File: src/pkg/monitor_alarm_pkg.sv
package monitor_alarm_pkg;

	// byte offsets within the register space
	localparam logic [7:0] ADDR_ALARM_FIRST = 8'h70;
	localparam logic [7:0] ADDR_ALARM_SECOND = 8'h71;
	localparam logic [7:0] ADDR_RSVD_FIRST = 8'h72;
	localparam logic [7:0] ADDR_RSVD_LAST = 8'h7E;
	localparam logic [7:0] ADDR_PAGE_SELECT = 8'h7F;
	localparam logic [7:0] ADDR_IRQ_ENABLE = 8'h88;

	// first alarm byte positions
	localparam int BIT_SUPPLY_LOW = 4;
	localparam int BIT_CHAN1_HIGH = 3;
	localparam int BIT_CHAN1_LOW = 2;
	localparam int BIT_CHAN2_HIGH = 1;
	localparam int BIT_CHAN2_LOW = 0;
	localparam int BIT_TEMP_HIGH = 7;
	localparam int BIT_TEMP_LOW = 6;
	localparam int BIT_SUPPLY_HIGH = 5;

	// second alarm byte positions
	localparam int BIT_CHAN3_HIGH = 7;
	localparam int BIT_CHAN3_LOW = 6;
	localparam int BIT_SUMMARY = 0;

	// enable mask positions, one per monitored quantity
	localparam int MASK_TEMP = 7;
	localparam int MASK_SUPPLY = 6;
	localparam int MASK_CHAN1 = 5;
	localparam int MASK_CHAN2 = 4;
	localparam int MASK_CHAN3 = 3;

	// page select field and the page holding the enable mask
	localparam int PAGE_LSB = 0;
	localparam int PAGE_W = 2;
	localparam logic [1:0] PAGE_RESET = 2'h0;
	localparam logic [1:0] PAGE_IRQ_ENABLE = 2'h1;

	localparam logic [7:0] IRQ_ENABLE_RESET = 8'hFF;
	localparam logic [7:0] RSVD_VALUE = 8'h00;
	localparam logic FLAG_RESET = 1'b0;
	localparam logic [7:0] RDATA_RESET = 8'h00;
	localparam logic IRQ_OE_RESET = 1'b0;

	typedef enum logic [1:0] {
		TABLE_00,
		TABLE_01,
		TABLE_02,
		TABLE_03
	} table_e;

	// one completed conversion: pulse plus comparison results
	typedef struct packed {
		logic done;
		logic above_high;
		logic below_low;
	} conv_result_s;

	// register access port as seen behind the two-wire serial engine
	typedef struct packed {
		logic wr;
		logic rd;
		logic [7:0] addr;
		logic [7:0] wdata;
	} reg_req_s;

endpackage

File: src/rtl/monitor_alarm_flags_table_select.sv
`timescale 1ns/1ps
`default_nettype none

// Functional notes
// RULE_01 - bit 4 of byte 70h is set while supply is under its low limit.
// RULE_02 - bit 3 of byte 70h is set while monitor 1 is over its high limit.
// RULE_03 - bit 2 of byte 70h is set while monitor 1 is under its low limit.
// RULE_04 - bit 1 of byte 70h is set while monitor 2 is over its high limit.
// RULE_05 - bit 0 of byte 70h is set while monitor 2 is under its low limit.
// RULE_06 - bit 7 of byte 71h is set while monitor 3 is over its high limit.
// RULE_07 - bit 6 of byte 71h is set while monitor 3 is under its low limit.
// RULE_08 - bit 0 of byte 71h ORs all flags gated by the enable mask at 88h.
// RULE_09 - an all-zero enable mask holds the summary bit at zero.
// RULE_10 - bits 1:0 of byte 7Fh select table 00 to 03 for the paged space.
// RULE_11 - the host sets mask bits for wanted sources, all zero to disable.
// RULE_12 - an asserted summary shows on the first open-drain buffer output.
// RULE_13 - every finished conversion of a channel rewrites its flags; the supply high flag comes from i_supply_high_flag instead.
// RULE_14 - the table select field reads zero after reset.
module monitor_alarm_flags_table_select (
	input wire logic i_sys_clk,
	input wire logic i_rstn,
	input var monitor_alarm_pkg::reg_req_s i_reg_req,
	output logic [7:0] o_reg_rdata,
	input var monitor_alarm_pkg::conv_result_s i_supply_conv,
	input var monitor_alarm_pkg::conv_result_s i_chan1_conv,
	input var monitor_alarm_pkg::conv_result_s i_chan2_conv,
	input var monitor_alarm_pkg::conv_result_s i_chan3_conv,
	input wire logic i_temp_high_flag,
	input wire logic i_temp_low_flag,
	input wire logic i_supply_high_flag,
	output logic [1:0] o_table_sel,
	output logic o_buf1_out,
	output logic o_buf1_oe
);

	logic supply_low_flag;
	logic chan1_high_flag;
	logic chan1_low_flag;
	logic chan2_high_flag;
	logic chan2_low_flag;
	logic chan3_high_flag;
	logic chan3_low_flag;
	logic masked_irq_summary;
	logic [7:0] irq_enable;
	monitor_alarm_pkg::table_e page_select;
	logic [7:0] alarm_flags_first;
	logic [7:0] alarm_flags_second;
	logic [7:0] next_rdata;
	logic page_is_mask;
	logic [7:0] irq_source;
	logic page_wr_hit;
	logic mask_wr_hit;

	// one flag pair per channel; flags follow the latest comparison only
	alarm_flag_pair u_supply_flags (
		.i_sys_clk(i_sys_clk),
		.i_rstn(i_rstn),
		.i_conv(i_supply_conv),
		.o_high_flag(), // supply high comes from outside logic
		.o_low_flag(supply_low_flag) // [RULE_01] [RULE_13]
	);

	alarm_flag_pair u_chan1_flags (
		.i_sys_clk(i_sys_clk),
		.i_rstn(i_rstn),
		.i_conv(i_chan1_conv),
		.o_high_flag(chan1_high_flag), // [RULE_02] [RULE_13]
		.o_low_flag(chan1_low_flag) // [RULE_03] [RULE_13]
	);

	alarm_flag_pair u_chan2_flags (
		.i_sys_clk(i_sys_clk),
		.i_rstn(i_rstn),
		.i_conv(i_chan2_conv),
		.o_high_flag(chan2_high_flag), // [RULE_04] [RULE_13]
		.o_low_flag(chan2_low_flag) // [RULE_05] [RULE_13]
	);

	alarm_flag_pair u_chan3_flags (
		.i_sys_clk(i_sys_clk),
		.i_rstn(i_rstn),
		.i_conv(i_chan3_conv),
		.o_high_flag(chan3_high_flag), // [RULE_06] [RULE_13]
		.o_low_flag(chan3_low_flag) // [RULE_07] [RULE_13]
	);

	always_comb begin
		alarm_flags_first = 8'h00;
		alarm_flags_first[monitor_alarm_pkg::BIT_TEMP_HIGH] =
			i_temp_high_flag;
		alarm_flags_first[monitor_alarm_pkg::BIT_TEMP_LOW] =
			i_temp_low_flag;
		alarm_flags_first[monitor_alarm_pkg::BIT_SUPPLY_HIGH] =
			i_supply_high_flag;
		alarm_flags_first[monitor_alarm_pkg::BIT_SUPPLY_LOW] =
			supply_low_flag; // [RULE_01]
		alarm_flags_first[monitor_alarm_pkg::BIT_CHAN1_HIGH] =
			chan1_high_flag; // [RULE_02]
		alarm_flags_first[monitor_alarm_pkg::BIT_CHAN1_LOW] =
			chan1_low_flag; // [RULE_03]
		alarm_flags_first[monitor_alarm_pkg::BIT_CHAN2_HIGH] =
			chan2_high_flag; // [RULE_04]
		alarm_flags_first[monitor_alarm_pkg::BIT_CHAN2_LOW] =
			chan2_low_flag; // [RULE_05]
	end

	// one bit per maskable source, placed like its enable bit; 2:0 stay 0
	always_comb begin
		irq_source = 8'h00;
		irq_source[monitor_alarm_pkg::MASK_TEMP] =
			i_temp_high_flag | i_temp_low_flag;
		irq_source[monitor_alarm_pkg::MASK_SUPPLY] =
			i_supply_high_flag | supply_low_flag;
		irq_source[monitor_alarm_pkg::MASK_CHAN1] =
			chan1_high_flag | chan1_low_flag;
		irq_source[monitor_alarm_pkg::MASK_CHAN2] =
			chan2_high_flag | chan2_low_flag;
		irq_source[monitor_alarm_pkg::MASK_CHAN3] =
			chan3_high_flag | chan3_low_flag;
	end

	// live mask of the current flags, so a zero mask forces 0
	assign masked_irq_summary =
		|(irq_source & irq_enable); // [RULE_08] [RULE_09]

	always_comb begin
		// bits 5:1 carry nothing and read 0
		alarm_flags_second = 8'h00;
		alarm_flags_second[monitor_alarm_pkg::BIT_CHAN3_HIGH] =
			chan3_high_flag; // [RULE_06]
		alarm_flags_second[monitor_alarm_pkg::BIT_CHAN3_LOW] =
			chan3_low_flag; // [RULE_07]
		alarm_flags_second[monitor_alarm_pkg::BIT_SUMMARY] =
			masked_irq_summary; // [RULE_08]
	end

	assign page_is_mask = (page_select == monitor_alarm_pkg::TABLE_01);

	// writes land only on 7Fh, or on 88h while table 01 is paged in
	assign page_wr_hit = i_reg_req.wr &&
		(i_reg_req.addr == monitor_alarm_pkg::ADDR_PAGE_SELECT);
	assign mask_wr_hit = i_reg_req.wr && page_is_mask &&
		(i_reg_req.addr == monitor_alarm_pkg::ADDR_IRQ_ENABLE);

	always_ff @(posedge i_sys_clk or negedge i_rstn) begin
		if (!i_rstn) begin
			page_select <= monitor_alarm_pkg::table_e'(
				monitor_alarm_pkg::PAGE_RESET); // [RULE_14]
		end else if (page_wr_hit) begin
			page_select <= monitor_alarm_pkg::table_e'(
				i_reg_req.wdata[monitor_alarm_pkg::PAGE_LSB +:
					monitor_alarm_pkg::PAGE_W]); // [RULE_10]
		end
	end

	// mask only reachable while table 01 is paged in; the host owns its value
	always_ff @(posedge i_sys_clk or negedge i_rstn) begin
		if (!i_rstn) begin
			irq_enable <= monitor_alarm_pkg::IRQ_ENABLE_RESET;
		end else if (mask_wr_hit) begin
			irq_enable <= i_reg_req.wdata; // [RULE_10] [RULE_11]
		end
	end

	always_comb begin
		// unmapped or paged-out addresses read back as 00
		next_rdata = 8'h00;
		if (i_reg_req.addr == monitor_alarm_pkg::ADDR_ALARM_FIRST) begin
			next_rdata = alarm_flags_first;
		end else if (i_reg_req.addr ==
				monitor_alarm_pkg::ADDR_ALARM_SECOND) begin
			next_rdata = alarm_flags_second;
		end else if (i_reg_req.addr >= monitor_alarm_pkg::ADDR_RSVD_FIRST &&
				i_reg_req.addr <= monitor_alarm_pkg::ADDR_RSVD_LAST) begin
			next_rdata = monitor_alarm_pkg::RSVD_VALUE;
		end else if (i_reg_req.addr ==
				monitor_alarm_pkg::ADDR_PAGE_SELECT) begin
			next_rdata = {6'h00, page_select}; // [RULE_10]
		end else if (i_reg_req.addr ==
				monitor_alarm_pkg::ADDR_IRQ_ENABLE && page_is_mask) begin
			next_rdata = irq_enable; // [RULE_10]
		end
	end

	// read data holds until the next read so the serial engine can shift it
	always_ff @(posedge i_sys_clk or negedge i_rstn) begin
		if (!i_rstn) begin
			o_reg_rdata <= monitor_alarm_pkg::RDATA_RESET;
		end else if (i_reg_req.rd) begin
			o_reg_rdata <= next_rdata;
		end
	end

	// open drain: pulled low while the interrupt is pending
	always_ff @(posedge i_sys_clk or negedge i_rstn) begin
		if (!i_rstn) begin
			o_buf1_oe <= monitor_alarm_pkg::IRQ_OE_RESET;
		end else begin
			o_buf1_oe <= masked_irq_summary; // [RULE_12]
		end
	end

	assign o_buf1_out = 1'b0;
	assign o_table_sel = page_select; // [RULE_10]

endmodule

// one channel's flags, rewritten on every completed conversion
module alarm_flag_pair (
	input wire logic i_sys_clk,
	input wire logic i_rstn,
	input var monitor_alarm_pkg::conv_result_s i_conv,
	output logic o_high_flag,
	output logic o_low_flag
);

	// not sticky: a flag drops once a conversion is back within limits
	always_ff @(posedge i_sys_clk or negedge i_rstn) begin
		if (!i_rstn) begin
			o_high_flag <= monitor_alarm_pkg::FLAG_RESET;
			o_low_flag <= monitor_alarm_pkg::FLAG_RESET;
		end else if (i_conv.done) begin
			o_high_flag <= i_conv.above_high; // [RULE_13]
			o_low_flag <= i_conv.below_low; // [RULE_13]
		end
	end

endmodule

`default_nettype wire

File: config.mk
export PLATFORM = sky130hd
export DESIGN_NAME = monitor_alarm_flags_table_select
export DESIGN_NICKNAME = d
export VERILOG_FILES = /design/src/pkg/monitor_alarm_pkg.sv /design/src/rtl/monitor_alarm_flags_table_select.sv
export SDC_FILE = /design/constraint.sdc
export NUM_CORES = 1
export LEC_CHECK = 0
export BUFFER_PORTS_ARGS = -buffer_cell sky130_fd_sc_hd__buf_2
export CAP_MARGIN = 20
export CELL_PAD_IN_SITES_DETAIL_PLACEMENT = 1
export CELL_PAD_IN_SITES_GLOBAL_PLACEMENT = 1
export CORE_ASPECT_RATIO = 1.2
export CORE_MARGIN = 2
export CORE_UTILIZATION = 39
export DETAILED_ROUTE_END_ITERATION = 12
export PLACE_DENSITY_LB_ADDON = 0.1
export SLEW_MARGIN = 20
export SYNTH_ARGS = -nofsm -noshare
export SYNTH_HDL_FRONTEND = slang
export SYNTH_SLANG_ARGS = --single-unit
File: constraint.sdc
create_clock -name i_sys_clk -period 2.55 [get_ports i_sys_clk]
set_input_delay 0.765 -clock i_sys_clk [delete_from_list [all_inputs] [get_ports i_sys_clk]]
set_output_delay 0.765 -clock i_sys_clk [all_outputs]
set_load 0.05 [all_outputs]
; Word-level counts from Yosys, hierarchy flattened
; Cells that the tools add are included.
[op_classes]
addsub = 0
multipliers = 0
div_mod_pow = 0
magnitude_cmp = 2
eq_ne = 5
shifts = 0
mux = 5
bitwise = 6
n_reduce_logical = 6
[ops]
columns = op, count
row1 = 8-bit 2-to-1 mux, 5
row2 = "8-bit by 7-bit == test with 1-bit output, second input constant", 3
row3 = 8-bit bitwise AND, 1
row4 = "8-bit == test, second input constant", 1
row5 = "8-bit by 7-bit greater-or-equal comparator with 1-bit output, second input constant", 1
row6 = "8-bit by 7-bit less-or-equal comparator with 1-bit output, second input constant", 1
row7 = 8-bit OR reduction, 1
row8 = 1-bit logical AND, 5
row9 = 1-bit bitwise OR, 5
row10 = "2-bit by 1-bit == test with 1-bit output, second input constant", 1
[totals]
ff_bits = 26
latch_bits = 0
mem_bits_rw = 0
mem_bits_ro = 0
in_bits = 35
output_inout_bits = 12
wordCells = 35
mem_count = 0

; Logic depth before layout (Yosys ltp)
; Gate-level depths: netlist (run 1).
[logic_depth]
word_depth = 7
depth_mapped = 5
mapped_depth_nobuf = 5

; Cells and area by module
; A second synthesis (run 1) with hierarchy kept.
[unflattened]
cells_unflattened = 103
area_unflattened_um2 = 1260.0
[by_module_without_submodules]
columns = mod, n_inst, cells_per_inst, area_per_inst_um2, seq_area_each_um2
row1 = monitor_alarm_flags_table_select, 1, 87, 969.7, 485.5
row2 = alarm_flag_pair, 4, 4, 72.6, 50.0

; Worst setup path before layout (run 1)
; OpenSTA, ideal clock, no wires.
[synth_timing]
path_kind = input port to flip-flop
start = input port i_reg_req[10] (netlist name)
end = register irq_enable[0]
setup_time_ps = 82
t_arrival_ps = 2152
required_ps = 2468
path_slack_ps = 316
stages = 4
n_path_buf = 0
path_cell_list = or4_4 > nor4_4 > nand2_4 > mux2_2
[synth_between]
elab_chain_len = 2
[synth_rtl]
columns = element, line
row1 = from (decl), monitor_alarm_flags_table_select.sv:22  ; input var monitor_alarm_pkg::reg_req_s i_reg_req,
row2 = 8-bit == test, monitor_alarm_flags_table_select.sv:143  ; (i_reg_req.addr == monitor_alarm_pkg::ADDR_IRQ_ENABLE);
row3 = 1-bit logical AND, monitor_alarm_flags_table_select.sv:142  ; assign mask_wr_hit = i_reg_req.wr && page_is_mask &&
row4 = to (signal assigned), monitor_alarm_flags_table_select.sv:159  ; irq_enable <= monitor_alarm_pkg::IRQ_ENABLE_RESET;
row5 = to (signal assigned), monitor_alarm_flags_table_select.sv:161  ; irq_enable <= i_reg_req.wdata;
row6 = to (decl), monitor_alarm_flags_table_select.sv:44  ; logic [7:0] irq_enable;
; No other way between the ends.
; A chain may end at the register's enable or synchronous reset.

; Worst setup path in the final report (run 1)
[layout_timing]
start = input port i_reg_req[10] (netlist name)
end = register o_reg_rdata[6]
[layout_between]
elab_chain_len = 7
elab_cells_between_ends = 13
cone_classes = order compare: 2 / eq/ne: 4 / mux: 5 / reduce/logical: 2
[layout_rtl]
columns = element, line
row1 = "parallel branches: the longest is 6 deep, another holds 8-bit by 7-bit greater-or-equal comparator with 1-bit output", --
row2 = 8-bit 2-to-1 mux *, monitor_alarm_flags_table_select.sv:168  ; if (i_reg_req.addr == monitor_alarm_pkg::ADDR_ALARM_FIRST) begin
row3 = to (signal assigned), monitor_alarm_flags_table_select.sv:188  ; o_reg_rdata <= monitor_alarm_pkg::RDATA_RESET;
row4 = to (signal assigned), monitor_alarm_flags_table_select.sv:190  ; o_reg_rdata <= next_rdata;
row5 = to (decl), monitor_alarm_flags_table_select.sv:23  ; output logic [7:0] o_reg_rdata,
; Mark *: on every way between the ends.

==> results of run 1 <==
==> final cells by class <==
type | instances | area (um^2) | share of cell area [%]
flip-flops and latches | 26 | 661 | 43.6
repair buffers | 46 | 235 | 15.5
multi-input cells | 69 | 527 | 34.8
well taps | 36 | 45.0 | 2.97
clock buffers | 4 | 36.3 | 2.39
inverters | 3 | 11.3 | 0.743
==> logic make-up after synthesis <==
family	share of synthesized area [%]
and+or+nand+nor	13.0
other	0.310
muxes	15.8
DFF	54.6
AOI/OAI and AO/OA	14.4
buffers and inverters	1.86
==> final timing paths <==
check	slack, ns	startpoint	endpoint	cells after the start
worst min register to register	0.53	o_reg_rdata[3]$_DFFE_PN0P_	o_reg_rdata[3]$_DFFE_PN0P_	2
worst min-delay path	0.42	i_rstn	u_supply_flags.o_low_flag$_DFFE_PN0P_	1
worst max-delay path	0.45	i_reg_req[10]	o_reg_rdata[6]$_DFFE_PN0P_	7
min in group i_sys_clk	0.53	o_reg_rdata[3]$_DFFE_PN0P_	o_reg_rdata[3]$_DFFE_PN0P_	2
worst max register to register	0.98	o_table_sel[1]$_DFFE_PN0P_	o_reg_rdata[6]$_DFFE_PN0P_	6
max in group asynchronous	1.75	i_rstn	irq_enable[7]$_DFFE_PN1P_	1
==> placed cells by master, fill, tap and decap left out, drive strengths merged <==
master and count:
nand4b 2, o22ai 1, a211oi 1, and4 1, a22o 2, inv 3
dfstp 8, a22oi 5, o211ai 2, nor2b 2, nor4 3, conb 1
clkbuf 4, or4 1, nor2 6, o21a 1, o21ai 9, nand2 3
dfrtp 18, nand2b 4, mux2 17, a21oi 7, nand4 1, buf 46
==> per-layer routing <==
layer,routed length (um),GRT usage [%]
met5,0,0
met4,19,5.63
met3,142,3.00
met2,1600,32.7
met1,1050,19.5
==> power by group <==
group / internal (mW) / switching [mW]
clock: 0.0871 / 0.114
sequential: 0.432 / 0.0142
combinational: 0.0417 / 0.0675
total: 0.561 / 0.196
==> flow_summary.toml, run 1 <==
[run_status]
outcome = "complete, no violations"

[placement]
dp_hpwl_um = 2300
gp_congestion = 0.729
dp.cells = 180
dpl-instance-area_mm2 = 0.00148
portBuffers = 44
dp_worst_setup_slack_ns = 0.0970

[flow_run]
cap_violations = 0

[setup_path]
cpPeakStageDelay_ns = 0.55
worstPathBufferInverterCount = 2
crit_slowest_cell = "or4_4"
setup.worst_path.end_class = "flop"
critical_path_arrival_ns = 2.33
worstSetupPathType = "in2reg"
path_max_fanout = 7
start_kind = "input pin"
worst_ep_required_time_ns = 2.78
crit_family = "simple AND/OR/NAND/NOR gates"
crit_path_cell_trace = "buf_2 -> or4_4 -> nor4_4 -> buf_4 -> a22o_2 -> o211ai_1 -> o21ai_0"

[sta]
max_slew_margin_pct = 62.8
finalCritPeriodShare_pct = 82.4
fin_tns_setup_ns = 0
final-setup-viol-count = 0
skew_ns = 0.00673
hold_ws_ns = 0.423
worst_slack_ns = 0.449
finalCriticalPeriod_ns = 2.10
hold_viol_final = 0
rsz0062_at_grt = "false"
slew_viol_final = 0
max_slew.worst_pin.slew_ns = 0.557
fmax_ghz = 0.476

[clocking]
cts_resized = 0
clkSlewWorstSetupHoldPaths_ns = 0.14
cts-root-buf = "clkbuf_4"
postCtsSetupBuffers = 0
clock_latency_ns = 0.31
clockBufferDepth = 2
htree_levels = 1
cts_hold_buf = 0
cts_buffers = 3
clkSinkCount = 26
cts_tree = "built"

[grt]
grt_pass1_wl_um = 4470
grt_max_degree = 27
grt.overflow.total = 0
grt_use_total_pct = 17.8
grt_pass1_vias = 1017
grt_antenna_before_repair = 0

[power_and_ir_drop]
max-vdd-ir-drop_uv = 343
total_power_mw = 0.757
power.density_mw_per_mm2 = 499
p_leak_nw = 0.708

[final_layout]
drive_gt1_share_pct = 54.7
syn2layout_area_growth_pct = 25.2
n_fill_cell = 350
final_design_area_no_fill_mm2 = 0.00152
final_cells = 184
utilization_pct = 50.5
num_antenna_cells = 0
nNetsFinal = 184

[floorplanning]
fp.dieH_um = 65.0
core_area_mm2 = 0.00300
ios = 47
dieArea_mm2 = 0.00357
fp-row-count = 22
die_w_um = 54.8
start_util_pct = 40.3

[yosys]
yosys_warnings = 0
synth-seq-area-share_pct = 54.6
async_reset_ff_share_pct = 100
ys_ff_latch = 26
synth_cells = 100
synthesis.nets = 135
yosysMostFrequentCell = "dfrtp_1"
synthTopCellsByCount = "18 x dfrtp_1, 17 x mux2_2, 9 x o21ai_0, 8 x dfstp_2, 7 x a21oi_1"
ys.flop_type = "dfrtp_1"
ys_top_cells_by_area = "dfrtp_1 37%, dfstp_2 17%, mux2_2 16%"
synthesis.area_mm2 = 0.00121
synth_edf_count = 0
yosysTopAreaCellShare_pct = 37.2
ys_types = 26
yosys.area.top_type = "dfrtp_1"
avgSynthCellArea_um2 = 12.1

[route]
drc = 0
routed_via_density = 5.34
dr.pass1.iters = 4
wl_um = 2810
postRouteAntennaNets = 0
drt_first_iter_violations = 10
wl_per_cell_um = 15.3
dr_total_vias = 982

[hold_path]
hold_class = "in2async"
No activity file was read; power rests on OpenSTA's default activity.
==> run 2: changes to the inputs <==
--- a/config.mk
+++ b/config.mk
@@ -5,13 +5,14 @@
 export SDC_FILE = /design/constraint.sdc
 export NUM_CORES = 1
 export LEC_CHECK = 0
+export ABC_AREA = 1
 export BUFFER_PORTS_ARGS = -buffer_cell sky130_fd_sc_hd__buf_2
 export CAP_MARGIN = 20
 export CELL_PAD_IN_SITES_DETAIL_PLACEMENT = 1
 export CELL_PAD_IN_SITES_GLOBAL_PLACEMENT = 1
 export CORE_ASPECT_RATIO = 1.2
 export CORE_MARGIN = 2
-export CORE_UTILIZATION = 39
+export CORE_UTILIZATION = 32
 export DETAILED_ROUTE_END_ITERATION = 12
 export PLACE_DENSITY_LB_ADDON = 0.1
 export SLEW_MARGIN = 20
==> constraint.sdc (replaced) <==
create_clock -name i_sys_clk -period 1.9 [get_ports i_sys_clk]
set_input_delay 0.57 -clock i_sys_clk [delete_from_list [all_inputs] [get_ports i_sys_clk]]
set_output_delay 0.57 -clock i_sys_clk [all_outputs]
set_load 0.05 [all_outputs]
==> run 2 against run 1 <==
Effect of this change: worst hold slack got worse by 0.13 ns; via count increased by 21%; cell count increased by 41%; routed wire length increased by 19%; non-clock buffer count decreased by 1; synthesized cell count increased by 58%.
==> flow_summary.toml, run 2 <==
[setup_path]
worstSetupPathType = "reg2out"
path_depth = 1
critical_path_arrival_ns = 1.01
crit_family = "flip-flops"
worst_ep_required_time_ns = 1.33
worst_r2r_path_depth = 5
crit_path_cell_trace = "buf_2"
start_kind = "flop"
setup.worst_path.end_class = "primary output"
path_max_fanout = 5
crit_slowest_cell = "dfrtp_1"
worstPathBufferInverterCount = 1
cpPeakStageDelay_ns = 0.44

[sta]
fmax_ghz = 0.634
rsz0062_at_grt = "false"
finalCriticalPeriod_ns = 1.58
skew_ns = 0.00646
max_slew.worst_pin.slew_ns = 0.596
slew_viol_final = 0
final-setup-viol-count = 0
fin_tns_setup_ns = 0
finalCritPeriodShare_pct = 83.0
max_slew_margin_pct = 60.3
hold_viol_final = 0

[floorplanning]
fp-row-count = 25
die_w_um = 63.4
ios = 47
start_util_pct = 33.9
dieArea_mm2 = 0.00478
fp.dieH_um = 75.3
core_area_mm2 = 0.00400

[yosys]
synth_cells = 158
async_reset_ff_share_pct = 100
synthesis.nets = 193
ys_top_cells_by_area = "dfrtp_1 33%, dfstp_2 15%, nand2_1 11%"
yosys.area.top_type = "dfrtp_1"
ys_types = 26
synth-seq-area-share_pct = 48.7
synthesis.area_mm2 = 0.00136
yosysTopAreaCellShare_pct = 33.2
yosys_warnings = 0
ys.flop_type = "dfrtp_1"
ys_ff_latch = 26
avgSynthCellArea_um2 = 8.58
synth_edf_count = 0
synthTopCellsByCount = "38 x nand2_1, 20 x inv_1, 18 x dfrtp_1, 12 x nor2_1, 9 x o21ai_0"
yosysMostFrequentCell = "nand2_1"

[clocking]
clockBufferDepth = 2
clkSinkCount = 26
postCtsSetupBuffers = 0
cts_hold_buf = 0
clock_latency_ns = 0.27
cts-root-buf = "clkbuf_8"
htree_levels = 1
cts_resized = 0
clkSlewWorstSetupHoldPaths_ns = 0.09
cts_tree = "built"
cts_buffers = 3

[route]
wl_per_cell_um = 12.9
postRouteAntennaNets = 0
drt_first_iter_violations = 28
dr_total_vias = 1192
routed_via_density = 4.60
wl_um = 3340
drc = 0
dr.pass1.iters = 4

[placement]
dpl-instance-area_mm2 = 0.00163
gp_congestion = 0.780
portBuffers = 44
dp_hpwl_um = 2770

[final_layout]
num_antenna_cells = 0
syn2layout_area_growth_pct = 25.6
final_design_area_no_fill_mm2 = 0.00170
utilization_pct = 42.6
most-common-layout-cells = "44 x buf_2, 38 x nand2_1, 20 x inv_1"
drive_gt1_share_pct = 41.5
nNetsFinal = 241
final_common_cell = "buf_2"

[run_status]
outcome = "complete, no violations"

[grt]
grt.overflow.total = 0
grt_pass1_vias = 1365
grt_use_total_pct = 16.0
grt_antenna_before_repair = 0
grt_max_degree = 27
grt_pass1_wl_um = 5910

[hold_path]
hold_class = "in2async"

[power_and_ir_drop]
power.density_mw_per_mm2 = 689
max-vdd-ir-drop_uv = 375
p_leak_nw = 0.843
total_power_mw = 1.17

[flow_run]
cap_violations = 0
[run 2: cell families (layout without fill, tap and decap cells)]
logic type             after synthesis  count (layout)  share of synthesized area (%)
AO/OA/AOI/OAI                       26              26                           11.9
other                                1               1                          0.276
buffers and inverters               26              73                           8.39
AND/OR/NAND/NOR                     73              73                           25.7
flip-flops                          26              26                           48.7
multiplexers                         6               6                           4.98
[run 2: worst reg2reg max path, delay by kind of cell (launching register included)]
family	cells	cell delay [ns]
flops	1	0.44
compound gates	2	0.19
simple gates	3	0.60
[run 2: worst paths after layout]
path                                                   endpoint                       start  slack (ns)
max                                              o_table_sel[1]  o_table_sel[1]$_DFFE_PN0P_        0.32
max in group asynchronous            o_reg_rdata[6]$_DFFE_PN0P_                      i_rstn        1.21
min                        u_chan1_flags.o_low_flag$_DFFE_PN0P_                      i_rstn        0.29
min reg2reg                          o_reg_rdata[7]$_DFFE_PN0P_  o_reg_rdata[7]$_DFFE_PN0P_        0.48
min in group i_sys_clk               o_reg_rdata[7]$_DFFE_PN0P_  o_reg_rdata[7]$_DFFE_PN0P_        0.48
max reg2reg                          o_reg_rdata[2]$_DFFE_PN0P_  o_table_sel[1]$_DFFE_PN0P_        0.59
[run 2: stage by stage]
step,std cells,worst slack (ns),hold slack [ns]
final,259,0.324,0.293
after global routing,259,0.267,0.314
after CTS,259,0.304,0.305
after detailed placement,255,0.269,0.470
after global placement,255,0.300,0.465
after floorplan,158,0.441,0.274
[run 2: final cells by class]
| cell class | instances | area, um^2 |
|---|---|---|
| clock inverters | 1 | 30.0 |
| fillers | 528 | 2300 |
| well taps | 54 | 67.6 |
| repair buffers | 45 | 228 |
| clock buffers | 3 | 41.3 |
| inverters | 24 | 95.1 |
| multi-input cells | 106 | 582 |
| flip-flops and latches | 26 | 661 |
[run 2: report_power, final]
part	total [mW]	internal, mW	switching [mW]
combinational	0.129	0.0493	0.0796
clock	0.458	0.282	0.176
sequential	0.587	0.573	0.0145
total	1.17	0.904	0.270
[run 2: metal layers]
layer,track usage (%),part of all wire [%],vias up
met5,0,0,-
met4,7.25,1.9,0
met3,2.22,4.4,4
met2,30.3,53,31
met1,18.3,40,559
li1,-,-,598
==> run 3: changes to the inputs <==
--- a/config.mk
+++ b/config.mk
@@ -12,7 +12,7 @@
 export CELL_PAD_IN_SITES_GLOBAL_PLACEMENT = 1
 export CORE_ASPECT_RATIO = 1.2
 export CORE_MARGIN = 2
-export CORE_UTILIZATION = 32
+export CORE_UTILIZATION = 35
 export DETAILED_ROUTE_END_ITERATION = 12
 export PLACE_DENSITY_LB_ADDON = 0.1
 export SLEW_MARGIN = 20
==> constraint.sdc (replaced) <==
create_clock -name i_sys_clk -period 1.5 [get_ports i_sys_clk]
set_input_delay 0.45 -clock i_sys_clk [delete_from_list [all_inputs] [get_ports i_sys_clk]]
set_output_delay 0.45 -clock i_sys_clk [all_outputs]
set_load 0.05 [all_outputs]
==> run 3 against run 2 <==
Effect of this change: final area increased by 1.8%; die area decreased by 8.1%; clock power increased by 28%; first-iteration DRC count decreased by 11%; largest cell class unchanged; largest power group unchanged.
==> flow_summary.toml, run 3 (synthesized netlist as in run 2, its figures left out) <==
[clocking]
cts_buffers = 3
clockBufferDepth = 2
cts_hold_buf = 0
postCtsSetupBuffers = 0
clkSinkCount = 26
clock_latency_ns = 0.27
htree_levels = 1
cts_tree = "built"
clkSlewWorstSetupHoldPaths_ns = 0.09
cts-root-buf = "clkbuf_8"

[route]
wl_per_cell_um = 12.7
postRouteAntennaNets = 0
dr.pass1.iters = 4
dr_total_vias = 1191
routed_via_density = 4.60
routedLengthMet1_um = 1430
top_layer_used = "met4"
met2_length_um = 1710
wl_um = 3300
drt_first_iter_violations = 25
wl_met3_um = 132
drc = 0

[setup_path]
setup.worst_path.end_class = "primary output"
path_max_fanout = 5
worst_r2r_path_depth = 7
crit_path_cell_trace = "clkbuf_4"
worstPathBufferInverterCount = 1
crit_slowest_cell = "dfrtp_1"
worst_ep_required_time_ns = 1.05
worstSetupPathType = "reg2out"
cpPeakStageDelay_ns = 0.45
crit_family = "flip-flops"
start_kind = "flop"
critical_path_arrival_ns = 0.99
path_depth = 1

[sta]
hold_viol_final = 0
finalCritPeriodShare_pct = 95.8
finalCriticalPeriod_ns = 1.44
fmax_ghz = 0.696
max_slew_margin_pct = 60.5
final-setup-viol-count = 0
worst_slack_ns = 0.0629
rsz0062_at_grt = "false"
max_slew.worst_pin.slew_ns = 0.592
skew_ns = 0.00242
slew_viol_final = 0

[floorplanning]
start_util_pct = 37.0
dieArea_mm2 = 0.00439
fp.dieH_um = 72.2
core_area_mm2 = 0.00366
ios = 47
die_w_um = 60.8
fp-row-count = 24

[grt]
grt_antenna_before_repair = 0
grt.overflow.total = 0
grt_use_total_pct = 16.8
grt_max_degree = 27
grt_pass1_wl_um = 5700
grt_pass1_vias = 1262

[placement]
dp_hpwl_um = 2710
gp_congestion = 0.728
portBuffers = 44
dpl-instance-area_mm2 = 0.00166
dp_worst_setup_slack_ns = -0.0251
dp.cells = 255

[final_layout]
final_cells = 259
n_fill_cell = 472
most-common-layout-cells = "43 x buf_2, 38 x nand2_1, 20 x inv_1"
nNetsFinal = 243
drive_gt1_share_pct = 42.5
num_antenna_cells = 0
final_design_area_no_fill_mm2 = 0.00173
final_common_cell = "buf_2"
syn2layout_area_growth_pct = 27.9

[hold_path]
hold_class = "in2async"

[power_and_ir_drop]
max-vdd-ir-drop_uv = 434
p_leak_nw = 0.859
power.density_mw_per_mm2 = 864

[run_status]
outcome = "complete, no violations"

[flow_run]
cap_violations = 0
## run 3: cell types whose count changed in the layout (fill, tap and decap cells not counted)
cell,change
nor2_1,-1
buf_4,+1
nor2_2,+1
clkbuf_4,+1
buf_12,+1
buf_2,-1
## run 3: final cells by class
class	count	area [um^2]	area share, %
sequential	26	661	38.1
multi-input combinational	106	584	33.7
timing repair buffer	47	258	14.9
inverter	24	95.1	5.48
tap	52	65.1	3.75
clock buffer	3	41.3	2.38
clock inverter	1	30.0	1.73
## run 3: path summary, 6_finish.rpt
check                                                start                                     to  slack [ns]
min in group i_sys_clk                        i_reg_req[3]              irq_enable[3]$_DFFE_PN1P_        0.37
worst min-delay path                                i_rstn             o_reg_rdata[1]$_DFFE_PN0P_        0.17
worst max register to register  o_table_sel[1]$_DFFE_PN0P_             o_reg_rdata[0]$_DFFE_PN0P_        0.24
max in group asynchronous                           i_rstn  u_chan2_flags.o_high_flag$_DFFE_PN0P_        0.94
worst max-delay path            o_table_sel[1]$_DFFE_PN0P_                         o_table_sel[1]        0.06
worst min register to register  o_reg_rdata[0]$_DFFE_PN0P_             o_reg_rdata[0]$_DFFE_PN0P_        0.48
## run 3: layer usage
layer | vias up | global-route usage (%)
li1 | 603 | -
met1 | 557 | 21.7
met2 | 29 | 29.3
met3 | 2 | 2.32
met4 | 0 | 3.62
met5 | - | 0
## run 3: what timing repair did
item,in CTS,in global routing
resized for setup,0,2
endpoints found under the hold margin,0,0
endpoints found under the setup margin,0,1
## run 3: through the flow
| stage | utilization [%] | setup TNS (ns) | hold slack (ns) | power [mW] |
|---|---|---|---|---|
| after global placement | 45.3 | 0 | 0.458 | 0.917 |
| after global routing | 47.3 | 0 | 0.196 | 1.57 |
| after CTS | 47.2 | 0 | 0.186 | 1.52 |
| after detailed placement | 45.3 | -0.0610 | 0.460 | 0.931 |
| after floorplan | - | 0 | 0.154 | 0.836 |
| final | 47.3 | 0 | 0.169 | 1.50 |
## run 3: where the power goes
part	switching, mW	internal, mW	total (mW)
Combinational	0.104	0.0650	0.169
Sequential	0.0201	0.726	0.746
Clock	0.226	0.357	0.584
